--- config.mk ---
export PLATFORM = sky130hd
export DESIGN_NAME = accirq_regs
export DESIGN_NICKNAME = d
export VERILOG_FILES = /design/src/include/accirq_pkg.sv /design/src/include/accirq_axis_if.sv /design/src/verilog/accirq_regs.sv /design/src/verilog/accirq_axis_hold.sv
export VERILOG_INCLUDE_DIRS = /design/src /design/src/include
export SDC_FILE = /design/constraint.sdc
export NUM_CORES = 1
export LEC_CHECK = 0
export ABC_AREA = 1
export BUFFER_PORTS_ARGS = -buffer_cell sky130_fd_sc_hd__buf_2
export CORE_ASPECT_RATIO = 1.5
export CORE_MARGIN = 5
export CORE_UTILIZATION = 40
export CTS_CLUSTER_DIAMETER = 200
export DETAILED_ROUTE_END_ITERATION = 8
export PLACE_DENSITY = 0.62
export SLEW_MARGIN = 5
export SYNTH_ARGS = -nofsm -noshare
export SYNTH_HDL_FRONTEND = slang
export SYNTH_HIERARCHICAL = 1
export SYNTH_SLANG_ARGS = --single-unit
--- constraint.sdc ---
create_clock -name clk -period 2.3 [get_ports clk]
set_input_delay 0.23 -clock clk [delete_from_list [all_inputs] [get_ports clk]]
set_output_delay 0.23 -clock clk [all_outputs]
set_load 0.005 [all_outputs]
--- src/include/accirq_consts.svh ---
`ifndef ACCIRQ_CONSTS_SVH
`define ACCIRQ_CONSTS_SVH

// register addresses
`define ACCIRQ_ADDR_PAD1 8'h23
`define ACCIRQ_ADDR_PAD2 8'h24
`define ACCIRQ_ADDR_FILT 8'h25
`define ACCIRQ_ADDR_TEMP 8'h26
`define ACCIRQ_ADDR_STATUS 8'h27
`define ACCIRQ_ADDR_X_LO 8'h28
`define ACCIRQ_ADDR_X_HI 8'h29
`define ACCIRQ_ADDR_Y_LO 8'h2A
`define ACCIRQ_ADDR_Y_HI 8'h2B

// reset values
`define ACCIRQ_RST_BYTE 8'h00
`define ACCIRQ_RST_WORD 16'h0000

// filter and scale control fields
`define ACCIRQ_CUT_HI 7
`define ACCIRQ_CUT_LO 6
`define ACCIRQ_RANGE_HI 5
`define ACCIRQ_RANGE_LO 4
`define ACCIRQ_PATH_BIT 3
`define ACCIRQ_NOISE_BIT 2
`define ACCIRQ_FILT_KEEP 8'hFC

// cutoff divider per bandwidth code
`define ACCIRQ_DIV_CODE0 5'h02
`define ACCIRQ_DIV_CODE1 5'h04
`define ACCIRQ_DIV_CODE2 5'h0A
`define ACCIRQ_DIV_CODE3 5'h14

// status bit positions
`define ACCIRQ_ST_LEVEL 7
`define ACCIRQ_ST_WAKE 6
`define ACCIRQ_ST_SLEEP 5
`define ACCIRQ_ST_TWOTAP 4
`define ACCIRQ_ST_ONETAP 3
`define ACCIRQ_ST_ORIENT 2
`define ACCIRQ_ST_FREEFALL 1
`define ACCIRQ_ST_NEWDATA 0

// queue full level, and output-byte masks
`define ACCIRQ_QUEUE_FULL 6'h20
`define ACCIRQ_LO_MASK 8'hFC
`define ACCIRQ_LO_MASK_LP1 8'hF0

`endif

--- src/include/accirq_pkg.sv ---
package accirq_pkg;
   typedef logic [7:0] accirq_byte_type; // one register byte
   typedef logic [15:0] accirq_word_type; // one axis sample
   typedef logic [1:0] accirq_cut_type; // bandwidth code
endpackage : accirq_pkg

--- src/include/accirq_axis_if.sv ---
interface accirq_axis_if;
   import accirq_pkg::*;
   logic rd_en; // read request this cycle
   logic [7:0] rd_addr; // address of the read
   accirq_byte_type rd_data; // registered axis byte
   logic coherent; // hold words until both halves read
   logic lp_one; // low-power mode 1 active
   logic smp_valid; // new sample pair arriving
   accirq_word_type smp_x; // x sample
   accirq_word_type smp_y; // y sample
   modport regs (output rd_en, rd_addr, coherent, lp_one, smp_valid, smp_x, smp_y,
                 input rd_data);
   modport hold (input rd_en, rd_addr, coherent, lp_one, smp_valid, smp_x, smp_y,
                 output rd_data);
endinterface : accirq_axis_if

--- src/verilog/accirq_regs.sv ---
`include "accirq_consts.svh"

module accirq_regs
   import accirq_pkg::*;
#(
   parameter int FILL_W = 6, // queue fill count width
   parameter int LEVEL_W = 5 // queue threshold width
) (
   // clock and reset
   input wire logic clk,
   input wire logic srst,
   // register port
   input wire logic [7:0] reg_addr,
   input wire logic reg_wr_en,
   input wire logic [7:0] reg_wr_data,
   input wire logic reg_rd_en,
   output logic [7:0] reg_rd_data,
   output logic reg_rd_valid,
   // mode controls held elsewhere in the device
   input wire logic word_coherent_update,
   input wire logic event_latch_select,
   input wire logic pad_polarity_select,
   input wire logic low_power_one,
   input wire logic rate_is_1600,
   // detection engine events, one-cycle pulses
   input wire logic orient_evt,
   input wire logic onetap_evt,
   input wire logic twotap_evt,
   input wire logic wake_evt,
   input wire logic freefall_evt,
   input wire logic sleep_change_evt,
   input wire logic newdata_evt,
   input wire logic temp_newdata_evt,
   // levels from the device
   input wire logic sleep_state,
   input wire logic boot_state,
   input wire logic queue_overrun,
   input wire logic [FILL_W-1:0] queue_fill,
   input wire logic [LEVEL_W-1:0] queue_threshold,
   // samples
   input wire logic [7:0] temp_sample,
   input wire logic sample_valid,
   input wire logic [15:0] sample_x,
   input wire logic [15:0] sample_y,
   // interrupt pads
   output logic event_pad_one,
   output logic event_pad_two,
   // filter controls
   output logic [1:0] cutoff_select,
   output logic [1:0] range_select,
   output logic filter_path_select,
   output logic low_noise_en,
   output logic [4:0] cutoff_div,
   output logic cutoff_cap_400
);

   ////////////////////////////////////////////////////////////////////////////
   // declarations
   accirq_byte_type pad1_route_r; // pad one routing bits
   accirq_byte_type pad2_route_r; // pad two routing bits
   accirq_byte_type filt_ctrl_r; // filter control, low two bits unused
   accirq_byte_type temp_r; // last temperature sample
   logic temp_ready_r; // temperature sample unread
   logic wake_flag_r; // wakeup seen
   logic twotap_flag_r; // double tap seen
   logic onetap_flag_r; // single tap seen
   logic orient_flag_r; // orientation change seen
   logic freefall_flag_r; // free-fall seen
   logic newdata_flag_r; // fresh x/y data
   logic queue_level_flag_r; // fill at or above threshold
   logic queue_full_r; // queue holds its full count
   logic sleep_flag_r; // sleep state seen
   logic status_read; // status byte read now
   logic axis_read; // any axis byte read now
   logic temp_read; // temperature byte read now
   logic local_sel_r; // answer comes from this module
   logic rd_pend_r; // read in first stage
   accirq_byte_type local_data_r; // first-stage local answer
   accirq_byte_type status_byte; // assembled status
   accirq_byte_type pad1_src; // pad one sources in routing order
   accirq_byte_type pad2_src; // pad two sources in routing order
   logic [FILL_W-1:0] threshold_wide; // threshold at fill width

   accirq_axis_if ax (); // link to axis holder

   // read strobe for one address, used by several side effects
   function automatic logic rd_hit(input logic en, input logic [7:0] a,
                                   input logic [7:0] want);
      rd_hit = en && (a == want);
   endfunction : rd_hit

   // divider of the output rate for a bandwidth code
   function automatic logic [4:0] div_of(input accirq_cut_type code);
      case (code)
         2'h0: div_of = `ACCIRQ_DIV_CODE0;
         2'h1: div_of = `ACCIRQ_DIV_CODE1;
         2'h2: div_of = `ACCIRQ_DIV_CODE2;
         default: div_of = `ACCIRQ_DIV_CODE3;
      endcase
   endfunction : div_of

   assign status_read = rd_hit(reg_rd_en, reg_addr, `ACCIRQ_ADDR_STATUS);
   assign temp_read = rd_hit(reg_rd_en, reg_addr, `ACCIRQ_ADDR_TEMP);
   assign axis_read = reg_rd_en && (reg_addr >= `ACCIRQ_ADDR_X_LO)
                      && (reg_addr <= `ACCIRQ_ADDR_Y_HI);
   assign threshold_wide = FILL_W'(queue_threshold);

   ////////////////////////////////////////////////////////////////////////////
   // writable registers; routing bits clear at reset
   always_ff @(posedge clk) begin
      if (srst) begin
         pad1_route_r <= `ACCIRQ_RST_BYTE;
         pad2_route_r <= `ACCIRQ_RST_BYTE;
         filt_ctrl_r <= `ACCIRQ_RST_BYTE;
      end else if (reg_wr_en) begin
         case (reg_addr)
            `ACCIRQ_ADDR_PAD1: pad1_route_r <= reg_wr_data;
            `ACCIRQ_ADDR_PAD2: pad2_route_r <= reg_wr_data;
            // unused low bits are dropped so they cannot steer anything
            `ACCIRQ_ADDR_FILT: filt_ctrl_r <= reg_wr_data & `ACCIRQ_FILT_KEEP;
            default: ; // read-only and unmapped addresses ignore writes
         endcase
      end
   end

   ////////////////////////////////////////////////////////////////////////////
   // filter controls out of the control byte
   always_ff @(posedge clk) begin
      if (srst) begin
         cutoff_select <= 2'h0;
         range_select <= 2'h0;
         filter_path_select <= 1'b0;
         low_noise_en <= 1'b0;
         cutoff_div <= `ACCIRQ_DIV_CODE0;
         cutoff_cap_400 <= 1'b0;
      end else begin
         cutoff_select <= filt_ctrl_r[`ACCIRQ_CUT_HI:`ACCIRQ_CUT_LO];
         range_select <= filt_ctrl_r[`ACCIRQ_RANGE_HI:`ACCIRQ_RANGE_LO];
         filter_path_select <= filt_ctrl_r[`ACCIRQ_PATH_BIT];
         low_noise_en <= filt_ctrl_r[`ACCIRQ_NOISE_BIT];
         cutoff_div <= div_of(filt_ctrl_r[`ACCIRQ_CUT_HI:`ACCIRQ_CUT_LO]);
         // the half-rate cutoff cannot exceed 400 Hz at the top rate
         cutoff_cap_400 <= (filt_ctrl_r[`ACCIRQ_CUT_HI:`ACCIRQ_CUT_LO] == 2'h0)
                           && rate_is_1600;
      end
   end

   ////////////////////////////////////////////////////////////////////////////
   // temperature byte, already scaled one count per degree around 25C
   always_ff @(posedge clk) begin
      if (srst) begin
         temp_r <= `ACCIRQ_RST_BYTE;
      end else if (temp_newdata_evt) begin
         temp_r <= temp_sample;
      end
   end

   // temperature ready: set wins over the read that clears it
   always_ff @(posedge clk) begin
      if (srst) begin
         temp_ready_r <= 1'b0;
      end else begin
         temp_ready_r <= temp_newdata_evt || (temp_ready_r && !temp_read);
      end
   end

   ////////////////////////////////////////////////////////////////////////////
   // event flags: pulsed mode follows the event, latched mode holds it
   // until the status byte is read; a new event beats the clear
   always_ff @(posedge clk) begin
      if (srst) begin
         wake_flag_r <= 1'b0;
         twotap_flag_r <= 1'b0;
         onetap_flag_r <= 1'b0;
         orient_flag_r <= 1'b0;
         freefall_flag_r <= 1'b0;
      end else begin
         wake_flag_r <= wake_evt
            || (event_latch_select && wake_flag_r && !status_read);
         twotap_flag_r <= twotap_evt
            || (event_latch_select && twotap_flag_r && !status_read);
         onetap_flag_r <= onetap_evt
            || (event_latch_select && onetap_flag_r && !status_read);
         orient_flag_r <= orient_evt
            || (event_latch_select && orient_flag_r && !status_read);
         freefall_flag_r <= freefall_evt
            || (event_latch_select && freefall_flag_r && !status_read);
      end
   end

   // level flags and new data; axis reads consume the new-data flag
   always_ff @(posedge clk) begin
      if (srst) begin
         sleep_flag_r <= 1'b0;
         newdata_flag_r <= 1'b0;
         queue_level_flag_r <= 1'b0;
         queue_full_r <= 1'b0;
      end else begin
         sleep_flag_r <= sleep_state;
         newdata_flag_r <= newdata_evt || (newdata_flag_r && !axis_read);
         queue_level_flag_r <= (queue_fill >= threshold_wide);
         queue_full_r <= (queue_fill == FILL_W'(`ACCIRQ_QUEUE_FULL));
      end
   end

   always_comb begin
      status_byte = `ACCIRQ_RST_BYTE;
      status_byte[`ACCIRQ_ST_LEVEL] = queue_level_flag_r;
      status_byte[`ACCIRQ_ST_WAKE] = wake_flag_r;
      status_byte[`ACCIRQ_ST_SLEEP] = sleep_flag_r;
      status_byte[`ACCIRQ_ST_TWOTAP] = twotap_flag_r;
      status_byte[`ACCIRQ_ST_ONETAP] = onetap_flag_r;
      status_byte[`ACCIRQ_ST_ORIENT] = orient_flag_r;
      status_byte[`ACCIRQ_ST_FREEFALL] = freefall_flag_r;
      status_byte[`ACCIRQ_ST_NEWDATA] = newdata_flag_r;
   end

   ////////////////////////////////////////////////////////////////////////////
   // pad sources, bit for bit against the routing registers
   assign pad1_src = {orient_flag_r, onetap_flag_r, wake_flag_r, freefall_flag_r,
                      twotap_flag_r, queue_full_r, queue_level_flag_r, newdata_flag_r};
   assign pad2_src = {sleep_flag_r, sleep_change_evt, boot_state, temp_ready_r,
                      queue_overrun, queue_full_r, queue_level_flag_r, newdata_flag_r};

   // pads: polarity applied last so an idle pad sits at its inactive level, except in reset, which drives both pads low
   always_ff @(posedge clk) begin
      if (srst) begin
         event_pad_one <= 1'b0;
         event_pad_two <= 1'b0;
      end else begin
         event_pad_one <= (|(pad1_route_r & pad1_src)) ^ pad_polarity_select;
         event_pad_two <= (|(pad2_route_r & pad2_src)) ^ pad_polarity_select;
      end
   end

   ////////////////////////////////////////////////////////////////////////////
   // axis holder link
   assign ax.rd_en = reg_rd_en;
   assign ax.rd_addr = reg_addr;
   assign ax.coherent = word_coherent_update;
   assign ax.lp_one = low_power_one;
   assign ax.smp_valid = sample_valid;
   assign ax.smp_x = sample_x;
   assign ax.smp_y = sample_y;

   accirq_axis_hold u_hold (
      .clk(clk),
      .srst(srst),
      .ax(ax.hold)
   );

   ////////////////////////////////////////////////////////////////////////////
   // read first stage: local bytes, matched in time to the holder's answer
   always_ff @(posedge clk) begin
      if (srst) begin
         local_data_r <= `ACCIRQ_RST_BYTE;
         local_sel_r <= 1'b1;
         rd_pend_r <= 1'b0;
      end else begin
         rd_pend_r <= reg_rd_en;
         local_sel_r <= !axis_read;
         if (reg_rd_en) begin
            case (reg_addr)
               `ACCIRQ_ADDR_PAD1: local_data_r <= pad1_route_r;
               `ACCIRQ_ADDR_PAD2: local_data_r <= pad2_route_r;
               `ACCIRQ_ADDR_FILT: local_data_r <= filt_ctrl_r;
               `ACCIRQ_ADDR_TEMP: local_data_r <= temp_r;
               `ACCIRQ_ADDR_STATUS: local_data_r <= status_byte;
               default: local_data_r <= `ACCIRQ_RST_BYTE; // unmapped reads zero
            endcase
         end
      end
   end

   // read second stage: two cycles from request to answer for every address
   always_ff @(posedge clk) begin
      if (srst) begin
         reg_rd_data <= `ACCIRQ_RST_BYTE;
         reg_rd_valid <= 1'b0;
      end else begin
         reg_rd_valid <= rd_pend_r;
         if (rd_pend_r) begin
            reg_rd_data <= local_sel_r ? local_data_r : ax.rd_data;
         end
      end
   end

   ////////////////////////////////////////////////////////////////////////////
   // checks
   chk_pad1_newdata: assert property (@(posedge clk) disable iff (srst)
      (pad1_route_r[0] && newdata_flag_r && !pad_polarity_select) |=> event_pad_one)
      else $error("pad one missed routed new data");

   chk_pad2_boot: assert property (@(posedge clk) disable iff (srst)
      (pad2_route_r[5] && boot_state && !pad_polarity_select) |=> event_pad_two)
      else $error("pad two missed routed boot state");

   chk_pad_polarity: assert property (@(posedge clk) disable iff (srst)
      (pad1_route_r == 8'h00 && pad_polarity_select) |=> event_pad_one)
      else $error("idle pad one not high under low polarity");

   chk_cutoff_div: assert property (@(posedge clk) disable iff (srst)
      (filt_ctrl_r[`ACCIRQ_CUT_HI:`ACCIRQ_CUT_LO] == 2'h2) |=> (cutoff_div == 5'h0A))
      else $error("cutoff divider wrong for code two");

   chk_filter_path: assert property (@(posedge clk) disable iff (srst)
      (reg_wr_en && reg_addr == `ACCIRQ_ADDR_FILT && reg_wr_data[3])
      |=> ##1 filter_path_select)
      else $error("high-pass path not selected");

   chk_low_noise: assert property (@(posedge clk) disable iff (srst)
      (reg_wr_en && reg_addr == `ACCIRQ_ADDR_FILT && !reg_wr_data[2])
      |=> ##1 !low_noise_en)
      else $error("low-noise stayed on");

   chk_temp_capture: assert property (@(posedge clk) disable iff (srst)
      temp_newdata_evt |=> (temp_r == $past(temp_sample)))
      else $error("temperature byte not captured");

   chk_queue_level: assert property (@(posedge clk) disable iff (srst)
      ##1 (queue_level_flag_r == ($past(queue_fill) >= $past(threshold_wide))))
      else $error("queue level flag disagrees with fill");

   chk_wake_latched: assert property (@(posedge clk) disable iff (srst)
      (wake_evt && event_latch_select) ##1 (event_latch_select && !status_read)
      |=> wake_flag_r)
      else $error("latched wake flag dropped");

   chk_tap_pulsed: assert property (@(posedge clk) disable iff (srst)
      (!onetap_evt && !event_latch_select) |=> !onetap_flag_r)
      else $error("pulsed tap flag held");

   chk_newdata_set: assert property (@(posedge clk) disable iff (srst)
      newdata_evt |=> newdata_flag_r)
      else $error("new data flag not set");

   chk_filt_zero: assert property (@(posedge clk) disable iff (srst)
      (reg_rd_en && reg_addr == `ACCIRQ_ADDR_FILT) |-> ##2 (reg_rd_data[1:0] == 2'h0))
      else $error("fixed-zero bits read nonzero");

   chk_status_read: assert property (@(posedge clk) disable iff (srst)
      (reg_rd_en && reg_addr == `ACCIRQ_ADDR_STATUS && freefall_flag_r && !freefall_evt)
      |-> ##2 (reg_rd_valid && reg_rd_data[1]))
      else $error("status read lost free-fall flag");

endmodule : accirq_regs

--- src/verilog/accirq_axis_hold.sv ---
`include "accirq_consts.svh"

module accirq_axis_hold
   import accirq_pkg::*;
(
   // clock and reset
   input wire logic clk,
   input wire logic srst,
   // link to the register bank
   accirq_axis_if.hold ax
);

   // axis index of an address, 0 for x and 1 for y
   function automatic logic axis_of(input logic [7:0] a);
      axis_of = (a == `ACCIRQ_ADDR_Y_LO) || (a == `ACCIRQ_ADDR_Y_HI);
   endfunction : axis_of

   accirq_word_type word_r [2]; // held output words
   logic lo_seen_r [2]; // low byte read since lock
   logic hi_seen_r [2]; // high byte read since lock
   logic is_axis; // request hits an axis byte
   logic is_hi; // request hits a high byte

   assign is_axis = ax.rd_en && (ax.rd_addr >= `ACCIRQ_ADDR_X_LO)
                    && (ax.rd_addr <= `ACCIRQ_ADDR_Y_HI);
   assign is_hi = ax.rd_addr[0];

   ////////////////////////////////////////////////////////////////////////////
   genvar g;
   generate
      for (g = 0; g < 2; g++) begin : gen_axis
         logic hit; // this axis read now
         logic lo_now; // low half seen incl. this cycle
         logic hi_now; // high half seen incl. this cycle
         assign hit = is_axis && (axis_of(ax.rd_addr) == 1'(g));
         assign lo_now = lo_seen_r[g] || (hit && !is_hi);
         assign hi_now = hi_seen_r[g] || (hit && is_hi);

         // read tracking: a lock opens on the first half and ends with the second
         always_ff @(posedge clk) begin
            if (srst || !ax.coherent || (lo_now && hi_now)) begin
               lo_seen_r[g] <= 1'b0;
               hi_seen_r[g] <= 1'b0;
            end else begin
               lo_seen_r[g] <= lo_now;
               hi_seen_r[g] <= hi_now;
            end
         end

         // word update, frozen from the first half's read edge until the second;
         // freezing on the read edge itself keeps both halves from one sample
         always_ff @(posedge clk) begin
            if (srst) begin
               word_r[g] <= `ACCIRQ_RST_WORD;
            end else if (ax.smp_valid && !(ax.coherent && (lo_now || hi_now))) begin
               word_r[g] <= (g == 0) ? ax.smp_x : ax.smp_y;
            end
         end

         chk_coherent_hold: assert property (@(posedge clk) disable iff (srst)
            (ax.coherent && lo_seen_r[g] && !hi_seen_r[g] && !hit) |=> $stable(word_r[g]))
            else $error("axis word changed while half read");
      end
   endgenerate

   ////////////////////////////////////////////////////////////////////////////
   // registered byte read; low byte masks its dead bits
   always_ff @(posedge clk) begin
      if (srst) begin
         ax.rd_data <= `ACCIRQ_RST_BYTE;
      end else if (is_axis) begin
         if (is_hi) begin
            ax.rd_data <= word_r[axis_of(ax.rd_addr)][15:8];
         end else if (ax.lp_one) begin
            ax.rd_data <= word_r[axis_of(ax.rd_addr)][7:0] & `ACCIRQ_LO_MASK_LP1;
         end else begin
            ax.rd_data <= word_r[axis_of(ax.rd_addr)][7:0] & `ACCIRQ_LO_MASK;
         end
      end
   end

   chk_low_bits_zero: assert property (@(posedge clk) disable iff (srst)
      (is_axis && !is_hi) |=> (ax.rd_data[1:0] == 2'h0))
      else $error("axis low byte bits 1:0 not zero");

   chk_high_byte_word: assert property (@(posedge clk) disable iff (srst)
      (is_axis && is_hi && !axis_of(ax.rd_addr)) |=> (ax.rd_data == $past(word_r[0][15:8])))
      else $error("x high byte does not match word");

endmodule : accirq_axis_hold

After elaboration in Yosys (flattened, before gate mapping)
Memories as Yosys holds them, arrays and structs flattened.
Index checks and enable logic that the tools add are counted.

word-level totals
  register bits = 81
  bits in latches = 0
  RAM bits = 36
  memory bits (read-only) = 0
  input bits = 88
  output and inout port bits = 23
  logic and storage cells = 139
  memories = 3

cells by class
  add/sub/neg operators = 0
  multiply operators = 0
  div/mod/pow operators = 0
  magnitude comparators = 3
  eq/ne operators = 10
  shift operators = 0
  mux-type cells = 25
  bitwise logic cells = 11
  reductions and logical operators = 59

memory list
  name              depth  bits a word  rd ports  clocked after memory_dff  write ports  line                    text
  u_hold.word_r     2      16           1         0                         2            accirq_axis_hold.sv:18  accirq_word_type word_r [2];
  u_hold.hi_seen_r  2      1            2         0                         2            accirq_axis_hold.sv:20  logic hi_seen_r [2];
  u_hold.lo_seen_r  2      1            2         0                         2            accirq_axis_hold.sv:19  logic lo_seen_r [2];

operator list
  kind                                                                                  count
  8-bit by 6-bit equality test with 1-bit output (second input constant)                7
  8-bit one-hot mux with 5 select lines                                                 1
  16-bit two-way mux                                                                    2
  1-bit logical AND                                                                     29
  1-bit two-way mux                                                                     18
  1-bit logical OR                                                                      17
  8-bit AND                                                                             2
  8-bit two-way mux                                                                     2
  8-bit OR reduction                                                                    2
  5-bit one-hot mux with 3 select lines                                                 1
  8-bit by 6-bit greater-or-equal comparator with 1-bit output (second input constant)  1
  8-bit by 6-bit less-or-equal comparator with 1-bit output (second input constant)     1
  1-bit zero test                                                                       7
  6-bit equality test (second input constant)                                           1
  6-bit by 5-bit greater-or-equal comparator with 1-bit output                          1
  1-bit OR                                                                              6
  2-bit AND reduction                                                                   3
  4-bit two-way mux                                                                     1
  2-bit by 1-bit equality test with 1-bit output (second input constant)                1
  2-bit equality test (second input constant)                                           1
  2-bit zero test                                                                       1
  1-bit bitwise XOR                                                                     2
  1-bit NOT                                                                             1

Logic depth before layout (Yosys ltp)
  depth after elaboration = 14
  mapped depth = 13
  gate-level depth less buffers = 11

Hierarchy
The synthesis kept the hierarchy.

by module, submodules not included
  module            times used  cells each  area an instance (µm²)
  accirq_regs       1           407         3093.0
  accirq_axis_hold  1           222         2034.5

Worst setup path before layout
No wires, ideal clock.

  path type = input port to flip-flop
  start point = input port reg_addr[0]
  end point = memory u_hold/word_r[1][10] (netlist bit) (enable)
  data arrival time = 1439 ps
  required time = 1939 ps
  path slack = 500 ps
  stages on the path = 11
  buffers on the path = 2
  cell sequence = buf_2 -> a21oi_1 -> nand2_1 -> nand3_2 -> and2_4 -> buf_6 -> nand3_4 -> nand3_2 -> nand2_2 -> nand2_1 -> nand2_1

RTL lines
  what             line                    text
  start, declared  accirq_regs.sv:13       input wire logic [7:0] reg_addr,
  end, declared    accirq_axis_hold.sv:18

==> impl.org <==
** Run status
- Outcome :: complete, no violations

** Routing
- Total wire length :: 12.76 mm
- Remaining number of nets flagged by the antenna check after routing :: 0
- The first TritonRoute pass finished after 4 iterations.
- For this run, design rule violations remaining after detail routing come to 0.
- In this run, the number of DRC markers left after iteration 0 of detailed routing was 153.
- Total via count after detailed routing :: 4286
- Using the TritonRoute via totals, the vias-per-cell ratio works out to 4.827.
- After detailed routing, the average wire length per cell comes to 14.37 µm.

** CTS
- Gates resized during post-CTS repair numbered 0.
- TritonCTS built the clock tree.
- In this run the deepest clock path goes through 2 buffers.
- The number of hold buffers added after CTS was 0.
- The H-tree generated during clock tree synthesis spans 3 levels.
- After clock tree synthesis, the clock-pin slew on the worst setup and hold paths is 0.07 ns.
- The later pin in the worst-skew pair is clocked with a latency of 0.35 ns.
- TritonCTS created 9 clock buffers.
- The clock drives 112 sinks.
- Root Buffer Master :: sky130_fd_sc_hd__clkbuf_16
- Buffers inserted during post-CTS setup optimization :: 0

** Floorplan
- Die footprint :: 0.01523 mm²
- The floorplan has 50 rows.
- For this configuration, the core starts out at a cell density of 40.98%.
- Die extent in y :: 148.7 µm
- The floorplan step set the die width to 102.4 µm.
- Core footprint :: 0.01251 mm²
- Number of primary I/O pins :: 111

** STA
- Final-report setup violation count :: 0
- For the pin with the worst max-slew slack, the measured transition is 0.5592 ns.
- Setup slack on the critical path of the routed design comes to 0.6647 ns.
- The count of final hold-check violations is 0.
- Setup repair after global routing missed its margin :: no
- Summed over all failing endpoints, the final setup total negative slack is 0 ns.
- The worst pin sits at a relative slew slack of 62.72%.
- Worst Skew :: 0.01024 ns
- Timing would allow up to 0.6115 GHz.
- Share of the clock period used by the worst path :: 71.10%
- Min Tclk post-route :: 1.635 ns
- Count of pins over their slew limit :: 0

** Global route
- Final global-route overflow total :: 0
- Entering global routing, the biggest net connects 39 pins.
- The via count of the first global-routing pass was 4328.
- GRT Total Usage :: 17.05%
- Global-route wire length before repair :: 20.33 mm
- The initial antenna violation count is 0.

** Power
- In this run the power spent charging and discharging nets is 987.7 µW.
- Cell internal power was estimated by the tool at 3.017 mW.
- Peak VDD IR :: 0.0004057 V
- For this design the ratio of total power to cell area is 666.0 mW/mm².
- Sequential group share of total power :: 53.6%
- Relative contribution of the clock network to total power :: 37.3%
- In this run, the combinational gates consume 9.2% of the power.
- Net switching is 24.66% of the power.
- Static Leakage :: 2.886 nW

** Logic synthesis
- Synth Cell Area :: 0.005127 mm²
- Count of warnings emitted by yosys :: 6
- Proportion of netlist area held by the largest area contributor :: 32.80%
- The average instance in the mapped netlist occupies 8.152 µm².
- After synthesis, the share of flip-flops with an asynchronous set or reset is 0%.
- The commonest cells after synthesis are sky130_fd_sc_hd__inv_1, sky130_fd_sc_hd__nor2_1, sky130_fd_sc_hd__dfxtp_1.
- Flip-flop cell with the highest count after synthesis :: sky130_fd_sc_hd__dfxtp_1
- When the netlist entered floorplanning its net count stood at 722.
- Synth area leader :: sky130_fd_sc_hd__dfxtp_1
- Instance count of the mapped netlist :: 629
- Number of synthesized flops with an enable pin :: 28
- For this run, the register share of the synthesized area comes to 49.19%.
- Dominant cells by area after synthesis :: sky130_fd_sc_hd__dfxtp_1, sky130_fd_sc_hd__edfxtp_1, sky130_fd_sc_hd__inv_1
- Post-synthesis sequential element count :: 112
- The number of different library cells used by synthesis comes to 40.
- Most frequent cell after synthesis :: sky130_fd_sc_hd__inv_1

** Critical path
- Kind of start point of the critical path :: primary input
- Tracing the worst setup path back leads to its startpoint at reg_addr[1].
- For flop-to-flop paths, the worst setup slack is 0.91 ns.
- Worst EP required :: 2.35 ns
- Startpoint of the worst-slack reg-to-reg timing path :: u_hold/hi_seen_r[1]$_SDFF_PP0_
- Destination of the worst register-to-register timing path :: u_hold/word_r[1][8]$_SDFFCE_PN0P_
- In this run the worst path has a maximum fanout of 17.
- Nature of the critical path endpoint :: register
- Critical path arrival :: 1.68 ns
- Number of cells traversed by the worst register-to-register path :: 6
- Category of the critical setup timing path :: primary input to register

** Place
- At the end of routability-driven placement, the weighted congestion stood at 0.8940.
- Once detailed placement completed, the half-perimeter wirelength came to 9.829 mm.
- At the placement stage, the worst setup path has a slack of 0.2980 ns.
- Number of input and output port buffers inserted :: 105

** Run
- Number of max-cap violations :: 0

** Final layout
- Number of fillers in the final layout :: 1272
- Layout area overhead :: 17.28%
- The post-route netlist has 23.63% of its cells at a drive strength greater than 1.
- Number of inserted diodes :: 0
- Number of nets at the end of the flow :: 820

** Min path
- Start point of the worst hold path :: queue_fill[0]
- For hold timing, the worst endpoint is queue_full_r$_SDFF_PP0_.
- In this run the worst hold path is classified as primary input to register.
- Along the worst hold path, the cell count comes to 2.
[worst max-delay path by stage]
stage,to,slack (ns),depth (start not counted)
after floorplan,u_hold/word_r[1][10]$_SDFFCE_PN0P_,0.50,11
after global placement,u_hold/word_r[0][9]$_SDFFCE_PN0P_,0.33,11
after detailed placement,u_hold/word_r[0][13]$_SDFFCE_PN0P_,0.30,11
after CTS,u_hold/word_r[0][13]$_SDFFCE_PN0P_,0.66,11
after global routing,u_hold/word_r[0][7]$_SDFFCE_PN0P_,0.47,9
final,u_hold/word_r[0][9]$_SDFFCE_PN0P_,0.66,10
[sequential cells by signal, indices dropped and copies added, names as in the netlist, 2 cells and up]
register           count
u_hold/word_r         28
local_data_r           8
pad1_route_r           8
pad2_route_r           8
reg_rd_data            8
temp_r                 8
u_hold/ax.rd_data      8
filt_ctrl_r            6
cutoff_div             4
cutoff_select          2
range_select           2
u_hold/hi_seen_r       2
u_hold/lo_seen_r       2
[power by group through the flow]
| stage | registers [mW] | clock network, mW | logic, mW |
|---|---|---|---|
| after floorplan | 2.17 | 0 | 0.224 |
| after CTS | 2.15 | 1.54 | 0.372 |
| after global placement | 2.19 | 0 | 0.360 |
| after global routing | 2.15 | 1.59 | 0.419 |
| final | 2.14 | 1.49 | 0.368 |
| after detailed placement | 2.19 | 0 | 0.370 |
[stage by stage]
step / total power [mW] / utilization (%) / cell area, µm² / cells / hold slack [ns]
after CTS: 4.054 / 48.06 / 6013 / 888 / 0.06081
after detailed placement: 2.560 / 45.82 / 5733 / 872 / 0.4346
after floorplan: 2.398 / - / 5127 / 629 / 0.3061
final: 4.005 / 48.06 / 6013 / 888 / 0.06587
after global placement: 2.548 / 45.82 / 5733 / 872 / 0.4278
after global routing: 4.165 / 48.06 / 6013 / 888 / 0.06529
[layout by cell type, fill, tap and decap left out, types with 4 or more instances in the layout]
cell                        instances
sky130_fd_sc_hd__buf_2            105
sky130_fd_sc_hd__inv_1             98
sky130_fd_sc_hd__nor2_1            87
sky130_fd_sc_hd__dfxtp_1           84
sky130_fd_sc_hd__nand2_1           72
sky130_fd_sc_hd__o21ai_0           72
sky130_fd_sc_hd__a21oi_1           60
sky130_fd_sc_hd__edfxtp_1          28
sky130_fd_sc_hd__nand3_1           19
sky130_fd_sc_hd__nand4_1           12
sky130_fd_sc_hd__nor2_4            12
sky130_fd_sc_hd__clkbuf_16          9
sky130_fd_sc_hd__buf_4              7
sky130_fd_sc_hd__a31oi_1            6
sky130_fd_sc_hd__nor2_2             5
sky130_fd_sc_hd__ha_1               5
sky130_fd_sc_hd__nand3_2            5
sky130_fd_sc_hd__inv_2              4
sky130_fd_sc_hd__nand2_2            4
sky130_fd_sc_hd__a221oi_1           4
[per-layer routing]
layer  up-vias  GRT usage, %  part of all wire (%)
li1       2237             -                     -
met5         -             0                     0
met1      1897         18.10                    39
met4         0         8.995                   4.7
met2       121         30.98                    52
met3        31         3.191                   5.0
[final cells by class]
| type | instances | area, µm² | share of cell area, % |
|---|---|---|---|
| Inverter | 103 | 386.6 | 6.429 |
| Clock inverter | 6 | 41.29 | 0.6866 |
| Multi-Input combinational cell | 389 | 2051 | 34.10 |
| Clock buffer | 10 | 239.0 | 3.974 |
| Tap cell | 156 | 195.2 | 3.246 |
| Sequential cell | 112 | 2522 | 41.95 |
| Timing Repair Buffer | 112 | 578.1 | 9.613 |
[critical path, stage by stage]
cell,delay (ns)
sky130_fd_sc_hd__buf_2,0.16
sky130_fd_sc_hd__inv_1,0.05
sky130_fd_sc_hd__nor2_1,0.18
sky130_fd_sc_hd__nand2_2,0.23
sky130_fd_sc_hd__nand4_1,0.16
sky130_fd_sc_hd__nand2_1,0.10
sky130_fd_sc_hd__o21ai_1,0.21
sky130_fd_sc_hd__nand2_1,0.07
sky130_fd_sc_hd__nand2_1,0.06
sky130_fd_sc_hd__buf_4,0.23
[logic make-up after synthesis]
| kind of cell | after synthesis | synth area share [%] |
|---|---|---|
| adder cells (fa/ha/maj) | 5 | 1.220 |
| flip-flops | 112 | 49.19 |
| buffers and inverters | 128 | 10.81 |
| AO/OA/AOI/OAI | 154 | 16.20 |
| AND/OR/NAND/NOR | 229 | 22.50 |
| other | 1 | 0.07314 |
No activity file was read; power rests on OpenSTA's default activity.
